File: config.mk
export PLATFORM = sky130hd
export DESIGN_NAME = usb_device_ep_intr_ctrl
export DESIGN_NICKNAME = d
export VERILOG_FILES = /design/src/usb_device_ep_intr_ctrl.v
export VERILOG_INCLUDE_DIRS = /design/src
export SDC_FILE = /design/constraint.sdc
export NUM_CORES = 1
export LEC_CHECK = 0
export BUFFER_PORTS_ARGS = -buffer_cell sky130_fd_sc_hd__buf_2
export CAP_MARGIN = 10
export CELL_PAD_IN_SITES_DETAIL_PLACEMENT = 0
export CELL_PAD_IN_SITES_GLOBAL_PLACEMENT = 1
export CORE_MARGIN = 2
export CORE_UTILIZATION = 40
export DETAILED_ROUTE_END_ITERATION = 10
export GPL_TIMING_DRIVEN = 0
export PLACE_DENSITY = 0.77
export SKIP_LAST_GASP = 1
export SLEW_MARGIN = 20
export SYNTH_ARGS = -nofsm -noshare
export SYNTH_HDL_FRONTEND = slang
export SYNTH_SLANG_ARGS = --single-unit
File: constraint.sdc
create_clock -name ref_clk_i -period 3.2 [get_ports ref_clk_i]
set_clock_uncertainty 0.15 [all_clocks]
set_input_delay 0.48 -clock ref_clk_i [delete_from_list [all_inputs] [get_ports ref_clk_i]]
set_output_delay 0.48 -clock ref_clk_i [all_outputs]
set_load 0.01 [all_outputs]
File: src/ep_intr_defines.vh
// Register map, field positions, writable-bit masks and encodings of the endpoint interrupt block.
`ifndef EP_INTR_DEFINES_VH
`define EP_INTR_DEFINES_VH

`define ADDR_W               12
`define OFF_FIFO_EMPTY_MASK  12'h834
`define OFF_EACH_SUMMARY     12'h838
`define OFF_EACH_MASK        12'h83C
`define OFF_IN_MASK_BASE     12'h840
`define OFF_OUT_MASK_BASE    12'h880
`define OFF_EP0_IN_CTRL      12'h900
`define OFF_IN_STAT_BASE     12'h908
`define STAT_STRIDE_SH       5
`define WORD_SH              2

`define IN_MASK_BITS         32'h0000237F
`define OUT_MASK_BITS        32'h0000735F
`define STAT_BITS            32'h00007BFF

`define B_NOT_YET            14
`define B_NAK                13
`define B_BABBLE             12
`define B_DROPPED            11
`define B_BUF_UNAVAIL        9
`define B_UNDERRUN           8
`define B_FIFO_EMPTY         7
`define B_NAK_EFF            6
`define B_EP_DISABLED        1
`define B_XFER_DONE          0

`define C_ENABLE             31
`define C_DISABLE            30
`define C_SET_NAK            27
`define C_CLEAR_NAK          26
`define C_TX_FIFO            22
`define C_STALL              21
`define C_KIND_HI            19
`define C_KIND_LO            18
`define C_NAK_STATE          17
`define C_ACTIVE             15
`define C_NEXT_HI            14
`define C_NEXT_LO            11
`define C_MPS_HI             1
`define C_MPS_LO             0

`define KIND_CONTROL         2'h0
`define MPS_64               2'h0
`define MPS_32               2'h1
`define MPS_16               2'h2
`define MPS_8                2'h3

`endif

File: src/usb_device_ep_intr_ctrl.v
// Endpoint interrupt status, masking and endpoint-0 IN control for a USB device core.
`timescale 1ns/1ps
`include "ep_intr_defines.vh"
//
// Contract
// - Sixteen RW FIFO-empty mask bits, one per IN endpoint, gate FIFO-empty.
// - RO per-endpoint summary, OUT in 31:16, IN in 15:0; RW mask same.
// - Per-IN-endpoint mask word at base plus four times n.
// - Per-OUT-endpoint mask word at base plus four times n.
// - Enable set by software, cleared before disabled or done interrupt.
// - Disable set only while enabled; cleared and transmit stopped before interrupt.
// - Write-only set-NAK sets NAK state; SETUP may also set it.
// - Write-only clear-NAK clears NAK state.
// - Stall set by software only, cleared by SETUP, beats any NAK.
// - Endpoint kind field reads fixed control encoding.
// - NAK status bit shows NAK state; SETUP always acknowledged.
// - Endpoint-0 active bit always reads one.
// - Next-endpoint field is a plain RW field for fetch ordering.
// - Max packet code: 00=64, 01=32, 10=16, 11=8 bytes.
// - NYET sent sets bit 14; babble received sets bit 12.
// - NAK sent or received, or ISO zero-length packet, sets bit 13.
// - Dropped ISO OUT packet sets bit 11, unmasked, no summary effect.
// - Descriptor not ready sets bit 9.
// - Underrun or overflow/CRC error sets bit 8.
// - Transmit FIFO half or fully empty sets bit 7.
// - Enabled periodic IN endpoint sampling NAK set sets bit 6; clear-NAK clears.

module usb_device_ep_intr_ctrl #(
  parameter N_EP = 16
) (
  input  wire                  ref_clk_i,
  input  wire                  rst_b_i,
  input  wire [`ADDR_W-1:0]    addr_i,
  input  wire [31:0]           wdata_i,
  input  wire                  wr_i,
  input  wire                  rd_i,
  output reg  [31:0]           rdata_o,
  input  wire [N_EP*15-1:0]    ep_event_i,
  input  wire                  setup_rcvd_i,
  input  wire                  ep0_disable_done_i,
  input  wire                  ep0_xfer_done_i,
  input  wire                  ep0_periodic_i,
  output wire                  ep0_stall_o,
  output wire                  ep0_nak_o,
  output wire                  ep0_tx_allow_o,
  output wire [6:0]            ep0_max_bytes_o,
  output wire [3:0]            ep0_next_ep_o,
  output wire                  ep0_tx_fifo_o,
  output wire [N_EP-1:0]       in_ep_irq_o,
  output wire [N_EP-1:0]       out_ep_irq_o
);

  // ---------------------------------------------------------------------------
  // Registers
  // ---------------------------------------------------------------------------
  reg  [15:0]          in_fifo_empty_mask_bits_q;
  reg  [31:0]          each_mask_q;
  reg  [31:0]          in_mask_q   [0:N_EP-1];
  reg  [31:0]          out_mask_q  [0:N_EP-1];
  reg  [31:0]          stat_q      [0:N_EP-1];
  reg                  ep_enable_bit_q;
  reg                  ep_disable_bit_q;
  reg                  nak_state_flag_q;
  reg                  stall_q;
  reg                  tx_fifo_select_q;
  reg  [3:0]           following_ep_field_q;
  reg  [1:0]           max_packet_size_code_q;
  wire [N_EP-1:0]      in_sum;
  wire [N_EP-1:0]      out_sum;
  reg  [6:0]           max_bytes;

  wire ctrl_wr = wr_i && (addr_i == `OFF_EP0_IN_CTRL);
  wire set_nak_strobe = ctrl_wr && wdata_i[`C_SET_NAK];
  wire clear_nak_strobe = ctrl_wr && wdata_i[`C_CLEAR_NAK];

  // ---------------------------------------------------------------------------
  // Endpoint-0 IN control
  // ---------------------------------------------------------------------------
  always @(posedge ref_clk_i or negedge rst_b_i)
  begin
    if (!rst_b_i)
    begin
      ep_enable_bit_q        <= 1'b0;
      ep_disable_bit_q       <= 1'b0;
      nak_state_flag_q       <= 1'b0;
      stall_q                <= 1'b0;
      tx_fifo_select_q       <= 1'b0;
      following_ep_field_q   <= 4'h0;
      max_packet_size_code_q <= `MPS_64;
    end
    else
    begin
      // The core clears enable (and disable, on disable-done only) the cycle the event is posted, so
      // the status bit becomes visible no earlier than the cleared control.
      if (ep0_disable_done_i || ep0_xfer_done_i)
        ep_enable_bit_q <= 1'b0;
      else if (ctrl_wr && wdata_i[`C_ENABLE])
        ep_enable_bit_q <= 1'b1;
      if (ep0_disable_done_i)
        ep_disable_bit_q <= 1'b0;
      else if (ctrl_wr && wdata_i[`C_DISABLE] && ep_enable_bit_q)
        ep_disable_bit_q <= 1'b1;
      if (set_nak_strobe || setup_rcvd_i)
        nak_state_flag_q <= 1'b1;
      else if (clear_nak_strobe)
        nak_state_flag_q <= 1'b0;
      if (setup_rcvd_i)
        stall_q <= 1'b0;
      else if (ctrl_wr && wdata_i[`C_STALL])
        stall_q <= 1'b1;
      if (ctrl_wr)
      begin
        tx_fifo_select_q       <= wdata_i[`C_TX_FIFO];
        following_ep_field_q   <= wdata_i[`C_NEXT_HI:`C_NEXT_LO];
        max_packet_size_code_q <= wdata_i[`C_MPS_HI:`C_MPS_LO];
      end
    end
  end

  always @*
  begin
    case (max_packet_size_code_q)
      `MPS_64: max_bytes = 7'd64;
      `MPS_32: max_bytes = 7'd32;
      `MPS_16: max_bytes = 7'd16;
      `MPS_8:  max_bytes = 7'd8;
      default: max_bytes = 7'd64;
    endcase
  end

  assign ep0_stall_o     = stall_q;
  assign ep0_nak_o       = nak_state_flag_q && !stall_q;
  assign ep0_tx_allow_o  = ep_enable_bit_q && !ep_disable_bit_q
                           && !nak_state_flag_q && !stall_q;
  assign ep0_max_bytes_o = max_bytes;
  assign ep0_next_ep_o   = following_ep_field_q;
  assign ep0_tx_fifo_o   = tx_fifo_select_q;

  // ---------------------------------------------------------------------------
  // Per-endpoint masks and sticky status
  // ---------------------------------------------------------------------------
  genvar g;
  generate
    for (g = 0; g < N_EP; g = g + 1)
    begin : g_ep
      localparam [31:0] IN_M_FULL  = `OFF_IN_MASK_BASE  + (g << `WORD_SH);
      localparam [31:0] OUT_M_FULL = `OFF_OUT_MASK_BASE + (g << `WORD_SH);
      localparam [31:0] ST_FULL    = `OFF_IN_STAT_BASE  + (g << `STAT_STRIDE_SH);
      wire [`ADDR_W-1:0] in_m_addr  = IN_M_FULL[`ADDR_W-1:0];
      wire [`ADDR_W-1:0] out_m_addr = OUT_M_FULL[`ADDR_W-1:0];
      wire [`ADDR_W-1:0] st_addr    = ST_FULL[`ADDR_W-1:0];
      wire [31:0] ev = {17'h0, ep_event_i[g*15 +: 15]};
      wire [31:0] ev_all;
      wire        w1c = wr_i && (addr_i == st_addr);
      wire        nak_eff_set;

      // Only periodic endpoint 0 has a known enable here; others report raw.
      if (g == 0)
      begin : g_eff
        assign nak_eff_set = ep0_periodic_i && ep_enable_bit_q
                             && nak_state_flag_q;
      end
      else
      begin : g_raw
        assign nak_eff_set = ev[`B_NAK_EFF];
      end
      assign ev_all = {ev[31:`B_NAK_EFF+1], nak_eff_set, ev[`B_NAK_EFF-1:0]}
                      | ((g == 0) ? ({31'h0, ep0_xfer_done_i}
                      | {30'h0, ep0_disable_done_i, 1'b0}) : 32'h0);

      always @(posedge ref_clk_i or negedge rst_b_i)
      begin
        if (!rst_b_i)
        begin
          in_mask_q[g]  <= 32'h0;
          out_mask_q[g] <= 32'h0;
          stat_q[g]     <= 32'h0;
        end
        else
        begin
          if (wr_i && addr_i == in_m_addr)
            in_mask_q[g] <= wdata_i & `IN_MASK_BITS;
          if (wr_i && addr_i == out_m_addr)
            out_mask_q[g] <= wdata_i & `OUT_MASK_BITS;
          // A new event wins over a clear in the same cycle.
          stat_q[g] <= ((stat_q[g] & ~(w1c ? wdata_i : 32'h0))
                       | ev_all) & `STAT_BITS;
          if (g == 0 && clear_nak_strobe && !nak_eff_set)
            stat_q[g][`B_NAK_EFF] <= 1'b0;
        end
      end

      // Dropped-packet bit has no mask, so it never reaches the summary.
      assign in_sum[g]  = |(stat_q[g] & in_mask_q[g] & ~(32'h1 << `B_FIFO_EMPTY))
                          | (stat_q[g][`B_FIFO_EMPTY] & in_fifo_empty_mask_bits_q[g]);
      assign out_sum[g] = |(stat_q[g] & out_mask_q[g]);
    end
  endgenerate

  assign in_ep_irq_o  = in_sum & each_mask_q[N_EP-1:0];
  assign out_ep_irq_o = out_sum & each_mask_q[16 +: N_EP];

  // ---------------------------------------------------------------------------
  // Global masks
  // ---------------------------------------------------------------------------
  always @(posedge ref_clk_i or negedge rst_b_i)
  begin
    if (!rst_b_i)
    begin
      in_fifo_empty_mask_bits_q <= 16'h0000;
      each_mask_q               <= 32'h0000_0000;
    end
    else
    begin
      if (wr_i && addr_i == `OFF_FIFO_EMPTY_MASK)
        in_fifo_empty_mask_bits_q <= wdata_i[15:0];
      if (wr_i && addr_i == `OFF_EACH_MASK)
        each_mask_q <= wdata_i;
    end
  end

  // ---------------------------------------------------------------------------
  // Read path
  // ---------------------------------------------------------------------------
  reg [31:0] rd_mux;
  integer k;
  always @*
  begin
    rd_mux = 32'h0;
    if (addr_i == `OFF_FIFO_EMPTY_MASK)
      rd_mux = {16'h0, in_fifo_empty_mask_bits_q};
    else if (addr_i == `OFF_EACH_SUMMARY)
      rd_mux = {out_sum, in_sum};
    else if (addr_i == `OFF_EACH_MASK)
      rd_mux = each_mask_q;
    else if (addr_i == `OFF_EP0_IN_CTRL)
    begin
      rd_mux[`C_ENABLE]                = ep_enable_bit_q;
      rd_mux[`C_DISABLE]               = ep_disable_bit_q;
      rd_mux[`C_TX_FIFO]               = tx_fifo_select_q;
      rd_mux[`C_STALL]                 = stall_q;
      rd_mux[`C_KIND_HI:`C_KIND_LO]    = `KIND_CONTROL;
      rd_mux[`C_NAK_STATE]             = nak_state_flag_q;
      rd_mux[`C_ACTIVE]                = 1'b1;
      rd_mux[`C_NEXT_HI:`C_NEXT_LO]    = following_ep_field_q;
      rd_mux[`C_MPS_HI:`C_MPS_LO]      = max_packet_size_code_q;
    end
    else
      for (k = 0; k < N_EP; k = k + 1)
      begin
        if (addr_i == `OFF_IN_MASK_BASE + (k << `WORD_SH))
          rd_mux = in_mask_q[k];
        if (addr_i == `OFF_OUT_MASK_BASE + (k << `WORD_SH))
          rd_mux = out_mask_q[k];
        if (addr_i == `OFF_IN_STAT_BASE + (k << `STAT_STRIDE_SH))
          rd_mux = stat_q[k];
      end
  end

  always @(posedge ref_clk_i or negedge rst_b_i)
  begin
    if (!rst_b_i)
      rdata_o <= 32'h0;
    else if (rd_i)
      rdata_o <= rd_mux;
    else
      rdata_o <= 32'h0;
  end

endmodule

# == Word level (Yosys, flattened, before mapping) ==
# Index checks and enable logic that the tools add are counted.
# classes
add_sub_neg,0
mul,0
div_mod_pow,0
order_cmp,0
eq_ne,55
n_shift,0
n_mux,87
bitwise,116
reduce_logical,107
# op_table
op,count
32-bit two-way mux,51
"12-bit equality test, second input constant",52
32-bit OR reduction,16
31-bit OR reduction,16
15-bit AND,32
15-bit by 14-bit AND with 15-bit output,16
15-bit two-way mux,16
15-bit inverter,16
15-bit OR,16
1-bit logical AND,64
16-bit AND,2
7-bit case mux with 4 select lines,1
1-bit AND,16
1-bit OR,16
15-bit by 2-bit OR with 15-bit output,1
14-bit two-way mux,1
1-bit two-way mux,11
9-bit two-way mux,1
2-bit nonzero test,4
7-bit two-way mux,1
2-bit two-way mux,3
5-bit two-way mux,1
"2-bit equality test, second input constant",2
1-bit logical NOT,4
5 further kinds,6
# totals
ff_bits,651
latchBits,0
mem_bits_rw,0
romBits,0
out_inout_bits,79
n_memories,0

# == Longest topological paths before layout ==
# Gate-level depths: netlist of run 1.
# depth
word_depth,54
ltp_mapped,13
mapped_depth_nobuf,9

# == Worst setup path after synthesis of run 1 ==
# OpenSTA, ideal clock, no wires.
# synth_path
kind,input -> register
from,input addr_i[1]
to,register rdata_o[12]
setup_ns,0.128
t_arrival_ns,2.859
path_slack_ns,0.063
stages,11
n_path_buf,4
cell_sequence,buf_4 or4b_4 buf_6 buf_6 buf_6 or4_4 o21ai_1 a21oi_1 a221o_1 o211ai_1 nand3_1
# synth_via
elab_chain_len,53
word_cells_on_any_way,103
# synth_rtl
element,line,text
"start, declared",usb_device_ep_intr_ctrl.v:33,"input wire [`ADDR_W-1:0] addr_i,"
12-bit equality test,usb_device_ep_intr_ctrl.v:253,if (addr_i == `OFF_OUT_MASK_BASE + (k << `WORD_SH))
32-bit two-way mux,usb_device_ep_intr_ctrl.v:253,
32-bit two-way mux,usb_device_ep_intr_ctrl.v:255,if (addr_i == `OFF_IN_STAT_BASE + (k << `STAT_STRIDE_SH))
32-bit two-way mux,usb_device_ep_intr_ctrl.v:251,if (addr_i == `OFF_IN_MASK_BASE + (k << `WORD_SH))
32-bit two-way mux,usb_device_ep_intr_ctrl.v:253,
32-bit two-way mux,usb_device_ep_intr_ctrl.v:255,
32-bit two-way mux,usb_device_ep_intr_ctrl.v:251,
32-bit two-way mux,usb_device_ep_intr_ctrl.v:253,
(+37 left out),-,
32-bit two-way mux,usb_device_ep_intr_ctrl.v:251,
32-bit two-way mux,usb_device_ep_intr_ctrl.v:253,
32-bit two-way mux,usb_device_ep_intr_ctrl.v:255,
5-bit two-way mux,usb_device_ep_intr_ctrl.v:236,else if (addr_i == `OFF_EP0_IN_CTRL)
32-bit two-way mux,usb_device_ep_intr_ctrl.v:234,else if (addr_i == `OFF_EACH_MASK)
32-bit two-way mux,usb_device_ep_intr_ctrl.v:232,else if (addr_i == `OFF_EACH_SUMMARY)
32-bit two-way mux *,usb_device_ep_intr_ctrl.v:230,if (addr_i == `OFF_FIFO_EMPTY_MASK)
32-bit two-way mux *,usb_device_ep_intr_ctrl.v:264,else if (rd_i)
"end signal, assigned",usb_device_ep_intr_ctrl.v:265,rdata_o <= rd_mux;
"end, declared",usb_device_ep_intr_ctrl.v:37,"output reg [31:0] rdata_o,"
# Mark *: on every way between the ends. The rest lies on a longest branch, timed or not.
# A chain may end at the register's enable or synchronous reset.

# == Final worst setup path of run 1 ==
# layout_path
from,input wr_i
to,register in_mask_q[454] in the netlist's numbering
# layout_via
elab_chain_len,1
# layout_rtl
element,line,text
"start, declared",usb_device_ep_intr_ctrl.v:35,"input wire wr_i,"
1-bit logical AND,usb_device_ep_intr_ctrl.v:181,if (wr_i && addr_i == in_m_addr)
"end signal, assigned by index",usb_device_ep_intr_ctrl.v:182,in_mask_q[g] <= wdata_i & `IN_MASK_BITS;
"end, declared",usb_device_ep_intr_ctrl.v:58,reg [31:0] in_mask_q [0:N_EP-1];
# No other way between the ends.

==> results of run 1 <==
-- kinds of logic after synthesis --
family | after synthesis | synth area share
AOI/OAI and AO/OA | 890 | 0.2071
and+or+nand+nor | 829 | 0.1252
DFF | 651 | 0.5065
muxes | 385 | 0.1348
buffers and inverters | 199 | 0.02595
xor gates and xnor gates | 1 | 0.0002724
other | 1 | 0.0001166
-- synth_stat cells (all sizes together) (6+ instances only) --
library cell	number	share of area
a2111oi	11	0.0030
a211oi	18	0.0042
a21o	223	0.052
a21oi	76	0.012
a221o	11	0.0034
a221oi	92	0.025
a222oi	51	0.016
a22o	51	0.014
a22oi	137	0.032
a31oi	14	0.0027
a32oi	7	0.0019
and2	39	0.0076
and3	42	0.0082
buf	54	0.0090
clkbuf	144	0.017
dfrtp	651	0.51
mux2	384	0.13
nand2	422	0.049
nand3	41	0.0064
nand4	16	0.0031
nor2	125	0.015
nor2b	15	0.0029
nor3	52	0.012
nor4	23	0.0053
nor4b	7	0.0028
nor4bb	7	0.0022
o211ai	15	0.0035
o21ai	81	0.013
o221ai	11	0.0030
o22ai	40	0.0078
or4	9	0.0023
or4b	6	0.0020
-- area by class of cell --
class | count | area [um^2]
Antenna cell | 8 | 20.02
Clock buffer | 110 | 2211
Buffer | 193 | 1003
Multi-Input combinational cell | 2108 | 16030
Inverter | 1 | 3.754
Sequential cell | 651 | 16290
Fill cell | 7135 | 37210
Clock inverter | 28 | 260.3
Tap cell | 1050 | 1314
Timing Repair Buffer | 655 | 4911
-- state kept, by name, summed over array words and instances (netlist names) --
name and flops:
ep_disable_bit_q 1, out_mask_q 176, ep0_next_ep_o 4, rdata_o 32, in_mask_q 160, stat_q 224, ep0_stall_o 1, each_mask_q 32
in_fifo_empty_mask_bits_q 16, ep_enable_bit_q 1, ep0_tx_fifo_o 1, max_packet_size_code_q 2, nak_state_flag_q 1
-- through the flow --
stage / instance area, um^2 / worst slack, ns
global placement: 35160 / -12.76
detailed placement: 35480 / -2.192
global route: 42030 / -0.1378
finish: 42040 / -0.2325
floorplan: 32170 / 0.06283
CTS: 41540 / -0.08138
-- worst max-delay path, cell delays in order --
cell and delay [ns]:
buf_2 0.31, clkbuf_2 0.65, clkbuf_1 0.98, nand3_1 0.83, mux2_2 0.51
-- layer usage --
layer  vias up  routed length, um  part of all wire  GRT usage
li1      12730                  -                 -          -
met1     16030              66230              0.39     0.5454
met2      2332              69920              0.41     0.5716
met3       527              21610              0.13     0.1262
met4        14              10960             0.065     0.2107
met5         -                113           0.00067          0
-- worst max-delay path by stage --
stage	slack, ns	endpoint	cells past startpoint	start
2_1_floorplan	0.06	rdata_o[12]$_DFF_PN0_	11	addr_i[1]
5_1_grt	-0.14	rdata_o[1]$_DFF_PN0_	12	addr_i[4]
4_1_cts	-0.08	rdata_o[5]$_DFF_PN0_	11	addr_i[3]
6_report	-0.23	in_mask_q[454]$_DFFE_PN0P_	5	wr_i
3_3_place_gp	-12.76	in_mask_q[129]$_DFFE_PN0P_	1	rst_b_i
3_5_place_dp	-2.19	rdata_o[9]$_DFF_PN0_	13	addr_i[4]
-- power breakdown --
group	total (mW)	switching, mW	internal (mW)	leakage (nW)
combinational	1.38	0.903	0.481	9.37
clock	8.81	3.75	5.06	1.22
sequential	8.28	0.0245	8.25	7.92
-- repair_timing --
item,CTS,global route
pin swaps,25,34
hold buffers,247,0
resized for setup,202,94
buffers inserted,36,24
endpoints found under the hold margin,303,0
setup endpoints to repair,311,127
==> results by group, run 1 <==
STA
  – Period utilisation layout: 1.073
  – PnR worst setup slack: -0.2325 ns
  – Slew Viols, Final: 0
  – Unrepaired setup endpoints after global routing: true
  – Setup TNS: -5.691 ns
  – Final hold vios: 0
  – Fin crit period: 3.433 ns
  – Slew @ Worst Pin: 1.258 ns
  – Worst hold slack: 0.04369 ns
  – Rel. slew slack: 0.1615
  – Setup violations, final: 96
  – Fmax: 291.3 MHz

Clock network
  – CTS H-tree lvls: 3
  – Worst-path clk slew: 0.06 ns
  – CTS Root Cell: clkbuf_16
  – CTS Sinks: 651
  – Num CTS Buffers: 76
  – CTS max path bufs: 3
  – TritonCTS clock tree: built
  – Clock insertion delay at the later pin of the skew report: 0.65 ns

Synthesis
  – Syn Area/Cell: 10.88 um^2
  – Sequential-to-total area share from yosys stat: 0.5065
  – Number of flops mapped to enable cells by yosys: 0
  – Post-synthesis async set-or-reset flop share: 1.000
  – #FFs+latches synth: 651
  – Post-synth cell types: 84
  – Mapped cell area: 0.03216 mm^2
  – Post-Syn Instances: 2956
  – Main synth FF type: dfrtp_1
  – Synth Warn #: 0

Floorplanning
  – # rows: 103
  – I/O pin cnt: 371
  – Starting density of the core: 0.4058
  – Die width: 287.6 um
  – Die Area: 0.08269 mm^2
  – Die height: 287.6 um
  – Core ar.: 0.07926 mm^2

Global routing
  – Overall Global Routing Usage: 0.4015
  – Initial antenna violation count: 20
  – GRT overflow: 0
  – Vias in the first global route: 30500
  – First-pass GRT wire length: 234200 um
  – Largest net degree at the start of global routing: 99

Worst setup path
  – Worst Reg-to-Reg Cells: 8
  – FF-to-FF Start: stat_q[418]$_DFF_PN0_
  – CP required: 3.57 ns
  – Reg2reg end: rdata_o[2]$_DFF_PN0_
  – CP Data Arrival Time: 3.80 ns
  – Startpoint Class: input pin
  – Critical setup path kind: input pin to flop
  – CP max FO: 10
  – CP endpoint kind: flop
  – FF-to-FF setup slack: 0.03 ns

Hold path
  – Worst Hold Class: input pin to flop
  – WHS Endpoint: each_mask_q[10]$_DFFE_PN0P_
  – Worst Hold Launch: wdata_i[10]
  – Hold Path Stages: 2

Pwr
  – Tot Pwr: 18.47 mW
  – Pwr dens: 439.4 mW/mm^2
  – Leak: 18.52 nW
  – Peak supply drop: 0.4019 mV

Cells and area
  – Layout cells sized above 1: 0.3161
  – Final #Nets: 3978
  – Commonest non-fill, non-tap cell in the layout: dfrtp_1
  – Fin util: 0.5305
  – Area Growth Syn to Fin: 30.73%
  – Most frequent cells in the layout: 651 x dfrtp_1, 404 x nand2_1, 384 x mux2_2
  – Final Non-Filler Cells: 4804

Detailed routing
  – WL per Instance: 35.14 um
  – Overall via count from detail_route: 31630
  – DR iter-0 viols: 4898
  – Vias per Instance: 6.585
  – Remaining DRCs: 0
  – First-pass DRT Iterations: 8
  – Routed Antenna Nets: 0
  – Final WL: 168800 um

Run status
  – Outcome: finished with violations
  – Failing checks: setup timing

Placement
  – RD Place Congestion: 1.039
  – DPL Wire Length: 123600 um
  – Placed cells: 4355
  – PortBufs: 336

Run
  – Max-cap violations: 0
(Power assumes the default switching activity.)
==> run 2: changes to the inputs <==
--- a/config.mk
+++ b/config.mk
@@ -11,10 +11,10 @@
 export CELL_PAD_IN_SITES_DETAIL_PLACEMENT = 0
 export CELL_PAD_IN_SITES_GLOBAL_PLACEMENT = 1
 export CORE_MARGIN = 2
-export CORE_UTILIZATION = 40
+export CORE_UTILIZATION = 41
 export DETAILED_ROUTE_END_ITERATION = 10
 export GPL_TIMING_DRIVEN = 0
-export PLACE_DENSITY = 0.77
+export PLACE_DENSITY = 0.79
 export SKIP_LAST_GASP = 1
 export SLEW_MARGIN = 20
 export SYNTH_ARGS = -nofsm -noshare
==> run 2 against run 1 <==
  * The flow still finishes with violations (setup timing)
  * Worst setup slack improved by 0.044 ns
  * Die area fell by 2.4%
  * First-iteration DRC count rose by 3.9%
  * Highest routed layer unchanged
  * Worst hold slack got worse by 0.015 ns
  * Largest cell class unchanged
==> results by group, run 2 (synthesis gave the netlist of run 1 again) <==
Run status
  – Outcome: finished with violations
  – Failing checks: setup timing

Cells and area
  – Registers with the most flip-flops: stat_q (224), out_mask_q (176), in_mask_q (160)
  – Final Non-Filler Cells: 4788
  – Largest register FFs: 224
  – Top reg by flops: stat_q
  – Fin util: 0.5436
  – Layout cells sized above 1: 0.3142
  – Most frequent cells in the layout: 651 x dfrtp_1, 402 x nand2_1, 384 x mux2_2
  – Post-route cell area: 0.04218 mm^2
  – Commonest non-fill, non-tap cell in the layout: dfrtp_1
  – Final #Nets: 3976
  – Area Growth Syn to Fin: 31.16%

Detailed routing
  – Vias per Instance: 6.619
  – Remaining DRCs: 0
  – Overall via count from detail_route: 31690
  – WL per Instance: 35.21 um
  – Routed Antenna Nets: 0
  – First-pass DRT Iterations: 7
  – DR iter-0 viols: 5088
  – Final WL: 168600 um

STA
  – Final hold vios: 0
  – PnR worst setup slack: -0.1887 ns
  – Fin crit period: 3.389 ns
  – Setup violations, final: 39
  – Unrepaired setup endpoints after global routing: true
  – Rel. slew slack: 0.1697
  – Period utilisation layout: 1.059
  – Fmax: 295.1 MHz
  – Slew Viols, Final: 0
  – Slew @ Worst Pin: 1.246 ns

Worst setup path
  – Startpoint Class: input pin
  – CP max FO: 10
  – CP Data Arrival Time: 3.74 ns
  – CP Cell Sequence: buf_2 > clkbuf_2 > or2_2 > clkbuf_1 > nor3_4 > a221oi_1 > and3_1 > nand2_1 > nor2_1 > o211ai_1 > o2111a_1
  – CP max stage delay: 0.57 ns
  – Critical setup path kind: input pin to flop
  – Slowest-stage cell, CP: clkbuf_1
  – Largest delay share family, worst path: simple AND/OR/NAND/NOR gates
  – CP endpoint kind: flop
  – Worst path bufs/invs: 3
  – CP required: 3.55 ns

Clock network
  – Num CTS Buffers: 75
  – CTS Sinks: 651
  – CTS Root Cell: clkbuf_16
  – TritonCTS clock tree: built
  – Clock insertion delay at the later pin of the skew report: 0.64 ns
  – CTS max path bufs: 3
  – Worst-path clk slew: 0.06 ns
  – CTS H-tree lvls: 3

Placement
  – DP Area: 0.03553 mm^2
  – PortBufs: 336
  – Placed cells: 4346
  – RD Place Congestion: 1.034
  – DPL Wire Length: 123800 um
  – Setup WS pre-CTS: -2.063 ns

Floorplanning
  – Die width: 284.1 um
  – Die Area: 0.08070 mm^2
  – Starting density of the core: 0.4145
  – # rows: 102
  – Core ar.: 0.07759 mm^2
  – I/O pin cnt: 371
  – Die height: 284.1 um

Run
  – Max-cap violations: 0

Global routing
  – GRT overflow: 0
  – Overall Global Routing Usage: 0.4090
  – Initial antenna violation count: 11
  – Largest net degree at the start of global routing: 96
  – Vias in the first global route: 30690
  – First-pass GRT wire length: 235100 um

Pwr
  – Peak supply drop: 0.3654 mV
  – Pwr dens: 447.4 mW/mm^2
  – Leak: 18.56 nW
  – Tot Pwr: 18.87 mW

Hold path
  – Worst Hold Class: input pin to flop
[run 2: changes by cell type in the layout (fill, tap and decap cells not counted), moves of 5 or more]
cell	before	now
clkbuf_8	17	12
clkinv_2	16	11
bufinv_16	3	10
clkbuf_2	43	49
nor2_2	12	7
clkbuf_1	104	99
[run 2: worst paths after layout]
check / to / depth (start not counted) / slack (ns) / start
worst max-delay path: rdata_o[13]$_DFF_PN0_ / 11 / -0.19 / addr_i[4]
worst min-delay path: each_mask_q[10]$_DFFE_PN0P_ / 2 / 0.03 / wdata_i[10]
worst max register to register: rdata_o[1]$_DFF_PN0_ / 8 / 0.29 / in_mask_q[449]$_DFFE_PN0P_
worst min register to register: stat_q[363]$_DFF_PN0_ / 1 / 0.33 / stat_q[363]$_DFF_PN0_
max in group asynchronous: rdata_o[6]$_DFF_PN0_ / 4 / 1.31 / rst_b_i
min in group asynchronous: stat_q[420]$_DFF_PN0_ / 2 / 0.24 / rst_b_i
[run 2: metrics by stage]
step	hold slack [ns]	setup TNS, ns
after global placement	0.3096	-8813.96
final	0.02899	-3.509
after detailed placement	0.3151	-451.85
after floorplan	0.03441	0
after CTS	0.001399	-0.08113
after global routing	0.01465	-1.655
[run 2: what timing repair did]
| item | CTS | global route |
|---|---|---|
| hold endpoints to repair | 306 | 0 |
| endpoints found under the setup margin | 385 | 92 |
| pin swaps | 36 | 19 |
| setup buffers | 45 | 13 |
| hold buffers | 247 | 0 |
| cloned | 0 | 0 |
| gates resized for setup | 212 | 90 |
[run 2: per-layer routing]
layer / vias up / wire (um) / track usage
met1: 16190 / 66320 / 0.5579
met4: 4 / 9758 / 0.1941
li1: 12710 / - / -
met2: 2322 / 71060 / 0.5991
met5: - / 27 / 0
met3: 457 / 21450 / 0.1168
[run 2: layout make-up]
type	instances	area (um^2)
Inverter	1	3.754
Multi-Input combinational cell	2108	16050
Buffer	194	1030
Sequential cell	651	16290
Timing Repair Buffer	653	4931
Tap cell	1040	1301
Clock buffer	105	2142
Fill cell	6963	35410
Clock inverter	28	416.7
Antenna cell	8	20.02
[run 2: power breakdown]
part / internal, mW / switching, mW
Clock: 5.49 / 3.72
Combinational: 0.487 / 0.901
Sequential: 8.25 / 0.0242
